===== src/tap_port_pkg.sv =====
// Purpose: Shared constants and types of the boundary-scan test port.
// Assumes: Three-bit instructions and a 32-bit identification register.
// Notes:   State codes step by one bit in the order the states are listed.

package tap_port_pkg;

  // ****************************************************************
  // Controller states.
  // ****************************************************************
  typedef enum logic [3:0] {
    TEST_RESET = 4'h0,
    RUN_IDLE   = 4'h1,
    SEL_DR     = 4'h3,
    CAP_DR     = 4'h2,
    SHIFT_DR   = 4'h6,
    EXIT1_DR   = 4'h7,
    PAUSE_DR   = 4'h5,
    EXIT2_DR   = 4'h4,
    UPD_DR     = 4'hc,
    SEL_IR     = 4'hd,
    CAP_IR     = 4'hf,
    SHIFT_IR   = 4'he,
    EXIT1_IR   = 4'ha,
    PAUSE_IR   = 4'hb,
    EXIT2_IR   = 4'h9,
    UPD_IR     = 4'h8
  } tap_state_t;

  // ****************************************************************
  // Instructions and data register choices.
  // ****************************************************************
  localparam int IR_W = 3;
  localparam logic [IR_W-1:0] OP_EXTEST = 3'h0;
  localparam logic [IR_W-1:0] OP_IDCODE = 3'h1;
  localparam logic [IR_W-1:0] OP_SAMPLE = 3'h2;
  localparam logic [IR_W-1:0] OP_USER = 3'h3;
  localparam logic [IR_W-1:0] OP_SAMPLEZ = 3'h4;
  localparam logic [IR_W-1:0] OP_BYPASS = 3'h7;
  // Capture value of the instruction path; the two low bits are 01.
  localparam logic [IR_W-1:0] IR_CAPTURE = 3'h1;

  typedef enum logic [1:0] {
    SEL_BYPASS = 2'h0,
    SEL_ID = 2'h1,
    SEL_BOUND = 2'h2,
    SEL_WORD = 2'h3
  } dr_sel_t;

  localparam int ID_W = 32;
  localparam int WORD_W = 32;
  localparam int FIFO_DEPTH = 32;
  localparam int BS_LEN = 8;
  // Consecutive high mode-select edges that always reach reset.
  localparam int RESET_ONES = 5;

endpackage


===== src/tap_word_fifo.sv =====
// Purpose: Word FIFO between user logic and the scan word register.
// Assumes: DEPTH is a power of two.
// Notes:   inReady comes straight from a flip-flop.

`timescale 1ns/1ns
`default_nettype none

module tap_word_fifo #(
  parameter int WIDTH = 32,
  parameter int DEPTH = 32
) (
  input wire logic ref_clk,
  input wire logic rst_n,
  input wire logic [WIDTH-1:0] inData,
  input wire logic inValid,
  output logic inReady,
  output logic [WIDTH-1:0] outData,
  output logic outValid,
  input wire logic outReady
);

  localparam int AW = $clog2(DEPTH);

  typedef struct packed {
    logic [DEPTH-1:0][WIDTH-1:0] mem;
    logic [AW-1:0] wp;
    logic [AW-1:0] rp;
    logic [AW:0] cnt;
    logic room;
  } fifo_st_t;

  fifo_st_t s_q;
  fifo_st_t s_d;
  logic push;
  logic pop;

  assign inReady = s_q.room;
  assign outValid = (s_q.cnt != '0);
  assign outData = s_q.mem[s_q.rp];
  assign push = inValid & s_q.room;
  assign pop = outReady & outValid;

  always_comb begin
    s_d = s_q;
    if (push) begin
      s_d.mem[s_q.wp] = inData;
      s_d.wp = s_q.wp + AW'(1);
    end
    if (pop) begin
      s_d.rp = s_q.rp + AW'(1);
    end
    s_d.cnt = s_q.cnt + (AW+1)'(push) - (AW+1)'(pop);
    s_d.room = (s_d.cnt != (AW+1)'(DEPTH));
  end

  always_ff @(posedge ref_clk) begin
    if (!rst_n) begin
      s_q <= '0;
      s_q.room <= 1'b1;
    end else begin
      s_q <= s_d;
    end
  end

endmodule // tap_word_fifo

`default_nettype wire


===== src/boundary_scan_tap_port.sv =====
// Purpose: Four-wire boundary-scan test port of a static memory device.
// Assumes: The test clock is far slower than ref_clk and is oversampled.
// Notes:   rst_n stands for power-up; there is no separate test reset pin.

`timescale 1ns/1ns
`default_nettype none

module boundary_scan_tap_port
  import tap_port_pkg::*;
#(
  // Arbitrary identification value; bit 0 is fixed at one.
  parameter logic [ID_W-1:0] ID_VALUE = 32'h00000001,
  parameter int BSLEN = BS_LEN,
  parameter int DEPTH = FIFO_DEPTH
) (
  input wire logic ref_clk,
  input wire logic rst_n,
  input wire logic tck,
  input wire logic tckDrive,
  input wire logic tms,
  input wire logic tmsDrive,
  input wire logic tdi,
  input wire logic tdiDrive,
  output logic tdoOut,
  output logic tdoOe,
  input wire logic [BSLEN-1:0] pinSample,
  output logic [BSLEN-1:0] bsDrive,
  output logic extestActive,
  output logic [IR_W-1:0] activeOp,
  input wire logic [WORD_W-1:0] wordData,
  input wire logic wordValid,
  output logic wordReady
);

  // ****************************************************************
  // State record.
  // ****************************************************************
  typedef struct packed {
    logic [2:0] tckS;
    logic [1:0] tmsS;
    logic [1:0] tdiS;
    logic [1:0][BSLEN-1:0] pinS;
    tap_state_t tap;
    logic [IR_W-1:0] ir;
    logic [IR_W-1:0] irSh;
    logic [ID_W-1:0] dr;
    logic byp;
    logic [BSLEN-1:0] bsr;
    logic [BSLEN-1:0] bsUpd;
    logic extest;
    logic tdo;
    logic oe;
    logic pop;
  } tap_st_t;

  tap_st_t s_q;
  tap_st_t s_d;

  logic [WORD_W-1:0] fifoData;
  logic fifoValid;
  logic fifoReady;

  // ****************************************************************
  // Helpers.
  // ****************************************************************

  // Unknown codes fall back to the bypass bit, as the standard asks.
  function automatic dr_sel_t drSelect(input logic [IR_W-1:0] op);
    dr_sel_t r;
    r = SEL_BYPASS;
    if (op == OP_IDCODE) begin
      r = SEL_ID;
    end else if (op == OP_EXTEST || op == OP_SAMPLE || op == OP_SAMPLEZ) begin
      r = SEL_BOUND;
    end else if (op == OP_USER) begin
      r = SEL_WORD;
    end
    return r;
  endfunction

  function automatic tap_state_t nextState(input tap_state_t st, input logic m);
    tap_state_t n;
    n = st;
    case (st)
      TEST_RESET: n = m ? TEST_RESET : RUN_IDLE;
      RUN_IDLE: n = m ? SEL_DR : RUN_IDLE;
      SEL_DR: n = m ? SEL_IR : CAP_DR;
      CAP_DR: n = m ? EXIT1_DR : SHIFT_DR;
      SHIFT_DR: n = m ? EXIT1_DR : SHIFT_DR;
      EXIT1_DR: n = m ? UPD_DR : PAUSE_DR;
      PAUSE_DR: n = m ? EXIT2_DR : PAUSE_DR;
      EXIT2_DR: n = m ? UPD_DR : SHIFT_DR;
      UPD_DR: n = m ? SEL_DR : RUN_IDLE;
      SEL_IR: n = m ? TEST_RESET : CAP_IR;
      CAP_IR: n = m ? EXIT1_IR : SHIFT_IR;
      SHIFT_IR: n = m ? EXIT1_IR : SHIFT_IR;
      EXIT1_IR: n = m ? UPD_IR : PAUSE_IR;
      PAUSE_IR: n = m ? EXIT2_IR : PAUSE_IR;
      EXIT2_IR: n = m ? UPD_IR : SHIFT_IR;
      UPD_IR: n = m ? SEL_DR : RUN_IDLE;
      default: n = TEST_RESET;
    endcase
    return n;
  endfunction

  // ****************************************************************
  // Pin conditioning.
  // ****************************************************************

  // Internal pull-ups: a pin nobody drives reads as one.
  logic tckPin;
  logic tmsPin;
  logic tdiPin;
  logic rise;
  logic fall;
  logic tmsNow;
  logic tdiNow;
  dr_sel_t sel;

  assign tckPin = tckDrive ? tck : 1'b1;
  assign tmsPin = tmsDrive ? tms : 1'b1;
  assign tdiPin = tdiDrive ? tdi : 1'b1;

  // Edges are found on the second and third stages only.
  assign rise = s_q.tckS[1] & ~s_q.tckS[2];
  assign fall = ~s_q.tckS[1] & s_q.tckS[2];
  assign tmsNow = s_q.tmsS[1];
  assign tdiNow = s_q.tdiS[1];
  assign sel = drSelect(s_q.ir);

  // ****************************************************************
  // Next state.
  // ****************************************************************
  always_comb begin
    s_d = s_q;
    s_d.tckS = {s_q.tckS[1:0], tckPin};
    s_d.tmsS = {s_q.tmsS[0], tmsPin};
    s_d.tdiS = {s_q.tdiS[0], tdiPin};
    s_d.pinS = {s_q.pinS[0], pinSample};
    s_d.pop = 1'b0;

    // All capture and shift action happens on the rising edge only.
    if (rise) begin
      case (s_q.tap)
        CAP_DR: begin
          if (sel == SEL_ID) begin
            s_d.dr = ID_VALUE;
          end else if (sel == SEL_WORD) begin
            // An empty queue captures zeros rather than stalling the scan.
            s_d.dr = fifoValid ? fifoData : '0;
            s_d.pop = fifoValid;
          end else if (sel == SEL_BOUND) begin
            s_d.bsr = s_q.pinS[1];
          end else begin
            s_d.byp = 1'b0;
          end
        end
        SHIFT_DR: begin
          if (sel == SEL_ID || sel == SEL_WORD) begin
            s_d.dr = {tdiNow, s_q.dr[ID_W-1:1]};
          end else if (sel == SEL_BOUND) begin
            s_d.bsr = {tdiNow, s_q.bsr[BSLEN-1:1]};
          end else begin
            s_d.byp = tdiNow;
          end
        end
        CAP_IR: begin
          s_d.irSh = IR_CAPTURE;
        end
        SHIFT_IR: begin
          s_d.irSh = {tdiNow, s_q.irSh[IR_W-1:1]};
        end
        default: begin
        end
      endcase
      // Five rising edges with mode-select high reach reset from anywhere.
      s_d.tap = nextState(s_q.tap, tmsNow);
    end

    // Output side moves on the falling edge, except that the reset state forces ir, extest and oe at once.
    if (fall) begin
      s_d.oe = (s_q.tap == SHIFT_DR) || (s_q.tap == SHIFT_IR);
      if (s_q.tap == SHIFT_IR) begin
        s_d.tdo = s_q.irSh[0];
      end else if (sel == SEL_ID || sel == SEL_WORD) begin
        s_d.tdo = s_q.dr[0];
      end else if (sel == SEL_BOUND) begin
        s_d.tdo = s_q.bsr[0];
      end else begin
        s_d.tdo = s_q.byp;
      end
      if (s_q.tap == UPD_IR) begin
        s_d.ir = s_q.irSh;
        s_d.extest = (s_q.irSh == OP_EXTEST);
      end
      if (s_q.tap == UPD_DR && sel == SEL_BOUND) begin
        s_d.bsUpd = s_q.bsr;
      end
    end

    // The reset state holds the identification read as the instruction.
    if (s_q.tap == TEST_RESET) begin
      s_d.ir = OP_IDCODE;
      s_d.extest = 1'b0;
      s_d.oe = 1'b0;
    end
  end

  // ****************************************************************
  // Registers.
  // ****************************************************************

  // rst_n models power-up; no separate test reset pin exists.
  always_ff @(posedge ref_clk) begin
    if (!rst_n) begin
      s_q <= '0;
      s_q.tckS <= 3'h7;
      s_q.tmsS <= 2'h3;
      s_q.tdiS <= 2'h3;
      s_q.tap <= TEST_RESET;
      s_q.ir <= OP_IDCODE;
      s_q.irSh <= OP_IDCODE;
    end else begin
      s_q <= s_d;
    end
  end

  // ****************************************************************
  // Word queue feeding the user data register.
  // ****************************************************************
  tap_word_fifo #(
    .WIDTH(WORD_W),
    .DEPTH(DEPTH)
  ) u_fifo (
    .ref_clk(ref_clk),
    .rst_n(rst_n),
    .inData(wordData),
    .inValid(wordValid),
    .inReady(fifoReady),
    .outData(fifoData),
    .outValid(fifoValid),
    .outReady(s_q.pop)
  );

  // ****************************************************************
  // Outputs.
  // ****************************************************************
  assign tdoOut = s_q.tdo;
  assign tdoOe = s_q.oe;
  assign bsDrive = s_q.bsUpd;
  assign extestActive = s_q.extest;
  assign activeOp = s_q.ir;
  assign wordReady = fifoReady;

endmodule // boundary_scan_tap_port

`default_nettype wire


===== config.mk =====
export PLATFORM = sky130hd
export DESIGN_NAME = boundary_scan_tap_port
export DESIGN_NICKNAME = d
export VERILOG_FILES = /design/src/tap_port_pkg.sv /design/src/tap_word_fifo.sv /design/src/boundary_scan_tap_port.sv
export SDC_FILE = /design/constraint.sdc
export NUM_CORES = 2
export LEC_CHECK = 0
export ABC_CLOCK_PERIOD_IN_PS = 5000
export CORE_ASPECT_RATIO = 0.6
export CORE_UTILIZATION = 54
export DETAILED_ROUTE_END_ITERATION = 10
export DONT_BUFFER_PORTS = 1
export PLACE_DENSITY = 0.69
export SETUP_SLACK_MARGIN = 0.05
export SYNTH_ARGS = -nofsm -noshare
export SYNTH_HDL_FRONTEND = slang
export SYNTH_SLANG_ARGS = --single-unit

===== constraint.sdc =====
create_clock -name ref_clk -period 5 [get_ports ref_clk]
set_clock_uncertainty 0.2 [all_clocks]
set_input_delay 0.25 -clock ref_clk [delete_from_list [all_inputs] [get_ports ref_clk]]
set_output_delay 0.25 -clock ref_clk [all_outputs]
set_load 0.01 [all_outputs]

## Word-level counts from Yosys, hierarchy flattened

Index checks and enable logic that the tools add are counted.

| operators by class | value |
|---|---|
| mux-type cells | 37 |
| bitwise logic cells | 10 |
| reductions and logical operators | 26 |
| add/sub/neg operators | 4 |
| div/mod/pow operators | 0 |
| equal/unequal tests | 32 |
| $lt $le $gt $ge | 3 |
| shifts and indexed selects | 0 |
| multipliers | 0 |

Operators with widths:

| cell | number |
|---|---|
| 1024-bit bitwise mux | 1 |
| 32-bit two-way mux | 6 |
| 32-bit binary-select mux with 5-bit select | 1 |
| 32-bit demux with 5-bit select | 1 |
| 41-bit one-hot mux with 2 select lines | 1 |
| 4-bit one-hot mux with 12 select lines | 1 |
| 4-bit equality test, second input constant | 8 |
| 9-bit two-way mux | 3 |
| 4-bit by 3-bit equality test with 1-bit output, second input constant | 4 |
| 4-bit two-way mux | 4 |
| 8-bit two-way mux | 2 |
| 2-bit != test, second input constant | 8 |
| 7-bit AND reduction | 2 |
| 5-bit by 6-bit < comparator with 1-bit output, second input constant | 2 |
| 2-bit two-way mux | 6 |
| 2-bit AND reduction | 6 |
| 5-bit by 1-bit adder with 5-bit output, second input constant | 2 |
| 4-bit by 2-bit equality test with 1-bit output, second input constant | 2 |
| 1-bit two-way mux | 8 |
| 6-bit by 1-bit adder with 6-bit output | 1 |
| 3-bit by 2-bit equality test with 1-bit output, second input constant | 2 |
| 3-bit zero test | 2 |
| 3-bit two-way mux | 2 |
| 6-bit != test, second input constant | 1 |
| other kinds (20) | 36 |

| word-level totals | value |
|---|---|
| register bits after elaboration | 1127 |
| memory bits (read-only) | 0 |
| bits in latches | 0 |
| bits in writable memories | 0 |
| output and inout bits | 15 |
| memories kept | 0 |
| input port bits | 49 |

## Logic depth before layout (Yosys ltp)

| depth | value |
|---|---|
| word-level depth | 10 |
| mapped depth | 14 |

## Modules after synthesis

A second synthesis with hierarchy kept.

| unflattened totals | value |
|---|---|
| cells, all modules | 5732 |
| area total of the unflattened synthesis | 50654.8 sq um |

Modules (own cells, without submodules):

| module | times used | cells an instance | sequential area each (sq um) | area each (sq um) |
|---|---|---|---|---|
| tap_word_fifo | 1 | 5342 | 20840.0 | 46807.4 |
| boundary_scan_tap_port | 1 | 390 | 1721.7 | 3847.4 |

## Worst setup path before layout

Ideal clock, no wire load.

| path | value |
|---|---|
| path type | reg2reg |
| from | reg u_fifo.s_q[3] in the netlist's numbering |
| to | reg u_fifo.s_q, in the netlist u_fifo.inReady |
| cell stages (with the launch flop) | 15 |
| path buffers | 1 |
| setup time | 0.126 ns |
| arrival time | 2.355 ns |
| setup slack | 2.319 ns |
| data required time | 4.674 ns |
| path through | dfxtp_1 inv_1 ha_1 nand4bb_1 and2_1 clkbuf_1 ha_1 inv_1 ha_1 fa_1 a21oi_1 o21ai_1 xor2_1 nor2_1 nand3_1 |

| between the ends | value |
|---|---|
| cells in the longest elaborated chain, start to end | 4 |

RTL lines:

| item | line | RTL |
|---|---|---|
| start: declaration | tap_word_fifo.sv:32 | `fifo_st_t s_q;` |
| 6-bit nonzero test | tap_word_fifo.sv:38 | `assign outValid = (s_q.cnt != '0);` |
| 1-bit bitwise AND | tap_word_fifo.sv:41 | `assign pop = outReady & outValid;` |
| via u_fifo.pop | tap_word_fifo.sv:35 | `logic pop;` |
| 6-bit by 1-bit subtractor with 6-bit output | tap_word_fifo.sv:52 | `s_d.cnt = s_q.cnt + (AW+1)'(push) - (AW+1)'(pop);` |
| 6-bit != test | tap_word_fifo.sv:53 | `s_d.room = (s_d.cnt != (AW+1)'(DEPTH));` |

The timed path passes the listed nets, and every way through them passes these cells.
A chain may end at the register's enable or synchronous reset.

## Final worst setup path

| path | value |
|---|---|
| from | reg u_fifo.s_q, in the netlist u_fifo.inReady |
| to | reg u_fifo.s_q[471] in the netlist's numbering |

| between the ends | value |
|---|---|
| cells in the longest elaborated chain, start to end | 1 |

RTL lines:

| item | line | RTL |
|---|---|---|
| 1-bit bitwise AND | tap_word_fifo.sv:40 | `assign push = inValid & s_q.room;` |

No other way between the ends.

==> run_results.csv <==
group,metric,value,unit
global_route,antenna_found_initial,0,
floorplan,die_h,238.1,microns
setup_path,cp.arrival,4.71,ns
setup_path,crit_path_top_delay_cell,"nor2_2",
setup_path,reg2reg_depth,8,
finish,fin_area,62690,sq um
sta,finalSetupViolCount,0,
global_route,track_usage,0.3495,
floorplan,fp.coreArea,91890,sq um
clocking,clk_pin_slew_worst_paths,0.07,ns
detailed_routing,detail-route-antenna-nets,0,
synthesis,synthSimpleGateAreaFrac,0.1819,
setup_path,timing.rr.start,"u_fifo.inReady",
finish,fin_util,0.6822,
worst_hold_path,min_from,"rst_n",
placement,io_buffers,0,
synthesis,netlist_top_cells_area,"dfxtp_1 45%, nand2_1 16%, a21boi_1 15%, mux4_2 13%, clkbuf_1 3.5%",
global_route,grt_max_degree,730,
detailed_routing,dr.pass1.iters,9,
clocking,cts_hold_buffers,847,
setup_path,required,5.46,ns
sta,final_hold_viol_count,0,
detailed_routing,drt_iter0_drc,5227,
synthesis,ys_types,61,
floorplan,die_width,395.5,microns
status,outcome,"finished with violations",
synthesis,synthCells,5592,
synthesis,syn-num-nets,5655,
status,violations,"max-slew violations",
worst_hold_path,hold_class,"in -> reg",
clocking,postCtsSetupBuffers,0,
synthesis,synth-xor-area-share,0.001746,
sta,slew_viol_final,282,
sta,slew_headroom,-0.1307,
power_and_ir_drop,power,18730,uW
setup_path,critPathCaptureType,"register",
flow_run,maxCapViolCount,0,
synthesis,synth_edf_count,0,
detailed_routing,drc,0,
setup_path,cp-start-kind,"register",
finish,final_common_cell,"nand2_1",
synthesis,synthAdderAreaFrac,0.003641,
synthesis,async_flop_share,0,
placement,numPlacedInstances,6355,
clocking,cts_repair_resize_count,0,
synthesis,yosysWarnings,0,
sta,fin_crit,4.243,ns
global_route,grt_pass1_vias,43531,
setup_path,slowest_delay,0.77,ns
finish,layout-drive-gt1-share,0.09901,
synthesis,yosysTopAreaCell,"dfxtp_1",
setup_path,crit_path_cell_trace,"and2_1 -> nand2_1 -> nor2_2 -> buf_4 -> nand2_1 -> dlygate4sd3_1 -> a21boi_1 -> dlygate4sd3_1",
setup_path,cp_top_family,"simple AND/OR/NAND/NOR gates",
sta,tightest_slew,1.696,ns
setup_path,path_depth,8,
clocking,cts_sinks,1127,
synthesis,synth_compound_area_frac,0.1841,
clocking,clock_path_buffers,3,
synthesis,synth_ff_type,"dfxtp_1",
placement,dpl.hpwl,85.84,mm
power_and_ir_drop,powerDensity,298.8,nW/um^2
synthesis,yosysTopAreaCellShare,0.4497,
synthesis,yosysSeqAreaShare,0.4497,
clocking,clk-insertion-delay-late,0.72,ns
floorplan,initial_utilization,0.5460,
finish,num_antenna_cells,0,
finish,final_cell_mix,"2122 x nand2_1, 1123 x dfxtp_1, 1032 x a21boi_1",
clocking,cts_tree,"yes",
setup_path,critical_path_buf_inv_count,3,
detailed_routing,vias_per_cell,6.001,
detailed_routing,wl_per_cell,22.71,microns
global_route,grt_pass1_wl,256.2,mm
finish,multiInputGateArea,25600,sq um
finish,final_cells,7383,
finish,area_delta_synth_final,24.94,%
power_and_ir_drop,ir_worst_vdd,295.9,uV
setup_path,cp-startpoint,"u_fifo.inReady",
sta,fin_setup_tns,0,ns
detailed_routing,vias,44307,
finish,fin_nets,6141,
floorplan,pin_count,64,
sta,rsz0062_at_grt,"false",
placement,place_area,50420,sq um
setup_path,crit_type,"reg -> reg",
power_and_ir_drop,leakage,0.02308,uW
finish,fill_cells,7068,
synthesis,syn-cell-area,50180,sq um
detailed_routing,drt_wl_total,167.7,mm
sta,timing.final.crit_share,0.8486,
floorplan,rows,86,
sta,fmax,0.2357,GHz
synthesis,synth_top_family_by_area,"compound AO/OA/AOI/OAI gates",
floorplan,dieArea,94180,sq um
worst_hold_path,hold_depth,2,
global_route,overflow,0,
placement,gp_congestion,0.8460,
clocking,h-tree-depth,3,
synthesis,synth_seq_cells,1127,
clocking,cts_buffers,104,
finish,regArea,22570,sq um
synthesis,synth.mux.area_fraction,0.1333,
synthesis,synth_area_per_cell,8.973,sq um
setup_path,worstPathMaxFanout,21,
clocking,root_buffer,"clkbuf_16",
[final timing paths]
path                                         to  slack [ns]
worst min register to register          s_q[80]        0.21
worst min-delay path            u_fifo.s_q[234]        0.04
worst max-delay path            u_fifo.s_q[471]        0.76
worst max register to register  u_fifo.s_q[471]        0.76
[registers in the layout, indices dropped and copies added (netlist names)]
signal          flops
u_fifo.s_q       1040
extestActive        1
tdoOe               1
activeOp            3
s_d                12
u_fifo.inReady      1
tdoOut              1
s_q                60
bsDrive             8
[final cells by class]
class                           count  share of cell area
Tap cell                         1232             0.02459
Sequential cell                  1127              0.3601
Clock buffer                      153             0.04880
Multi-Input combinational cell   3908              0.4083
Inverter                           15           0.0008982
Clock inverter                     26            0.005728
Timing Repair Buffer              922              0.1516
[per-stage QoR]
| stage | hold WS, ns | worst slack, ns |
|---|---|---|
| 3_3_place_gp | 0.1371 | 1.846 |
| 5_1_grt | 0.04519 | 0.6281 |
| 3_5_place_dp | 0.1427 | 1.834 |
| 6_report | 0.04194 | 0.7572 |
| 4_1_cts | 0.005332 | 0.8786 |
| 2_1_floorplan | 0.1331 | 2.319 |
[routing by layer]
layer,wire length [microns],track usage,vias to the layer above
met5,0,0,-
met4,6064,0.1356,0
met3,17740,0.06405,399
met2,73970,0.5375,2382
met1,69920,0.4887,21777
li1,-,-,19749
[report_power, final]
| part | total, uW | switching [uW] | internal, uW | leakage (uW) |
|---|---|---|---|---|
| Sequential | 9170 | 71.4 | 9100 | 0.00909 |
| Combinational | 1330 | 743 | 588 | 0.0123 |
| Clock | 8230 | 3600 | 4630 | 0.00168 |
[synth_stat cells, types with 3 or more instances]
| cell type | count |
|---|---|
| o21ai_1 | 4 |
| dfxtp_1 | 1127 |
| a22oi_1 | 65 |
| nand4_1 | 6 |
| nand3b_1 | 7 |
| inv_1 | 15 |
| nand3_1 | 36 |
| o211a_1 | 8 |
| o21ai_0 | 5 |
| mux2i_1 | 26 |
| and3_1 | 7 |
| and3b_1 | 3 |
| a21oi_1 | 39 |
| o211ai_1 | 4 |
| clkbuf_1 | 471 |
| a21boi_0 | 31 |
| nor2b_1 | 20 |
| xnor2_1 | 6 |
| ha_1 | 13 |
| buf_1 | 8 |
| nor3_1 | 6 |
| nand2_1 | 2138 |
| xor2_1 | 4 |
| buf_4 | 15 |
| buf_2 | 35 |
| nor3b_1 | 5 |
| a21boi_1 | 1032 |
| nand2b_1 | 6 |
| buf_6 | 13 |
| nor2_1 | 50 |
| a211o_1 | 33 |
| mux4_2 | 284 |
| and2_1 | 35 |
| a31oi_1 | 3 |
[cell families (layout without fill, tap and decap cells)]
kind of cell               count (synthesis)  count (layout)
muxes                                    313             313
xor gates and xnor gates                  10              10
and+or+nand+nor                         2334            2334
DFF                                     1127            1127
AOI/OAI and AO/OA                       1237            1237
adders and majority gates                 14              14
buffers and inverters                    557            1116
Note: power is estimated with default switching activity, not from simulation.
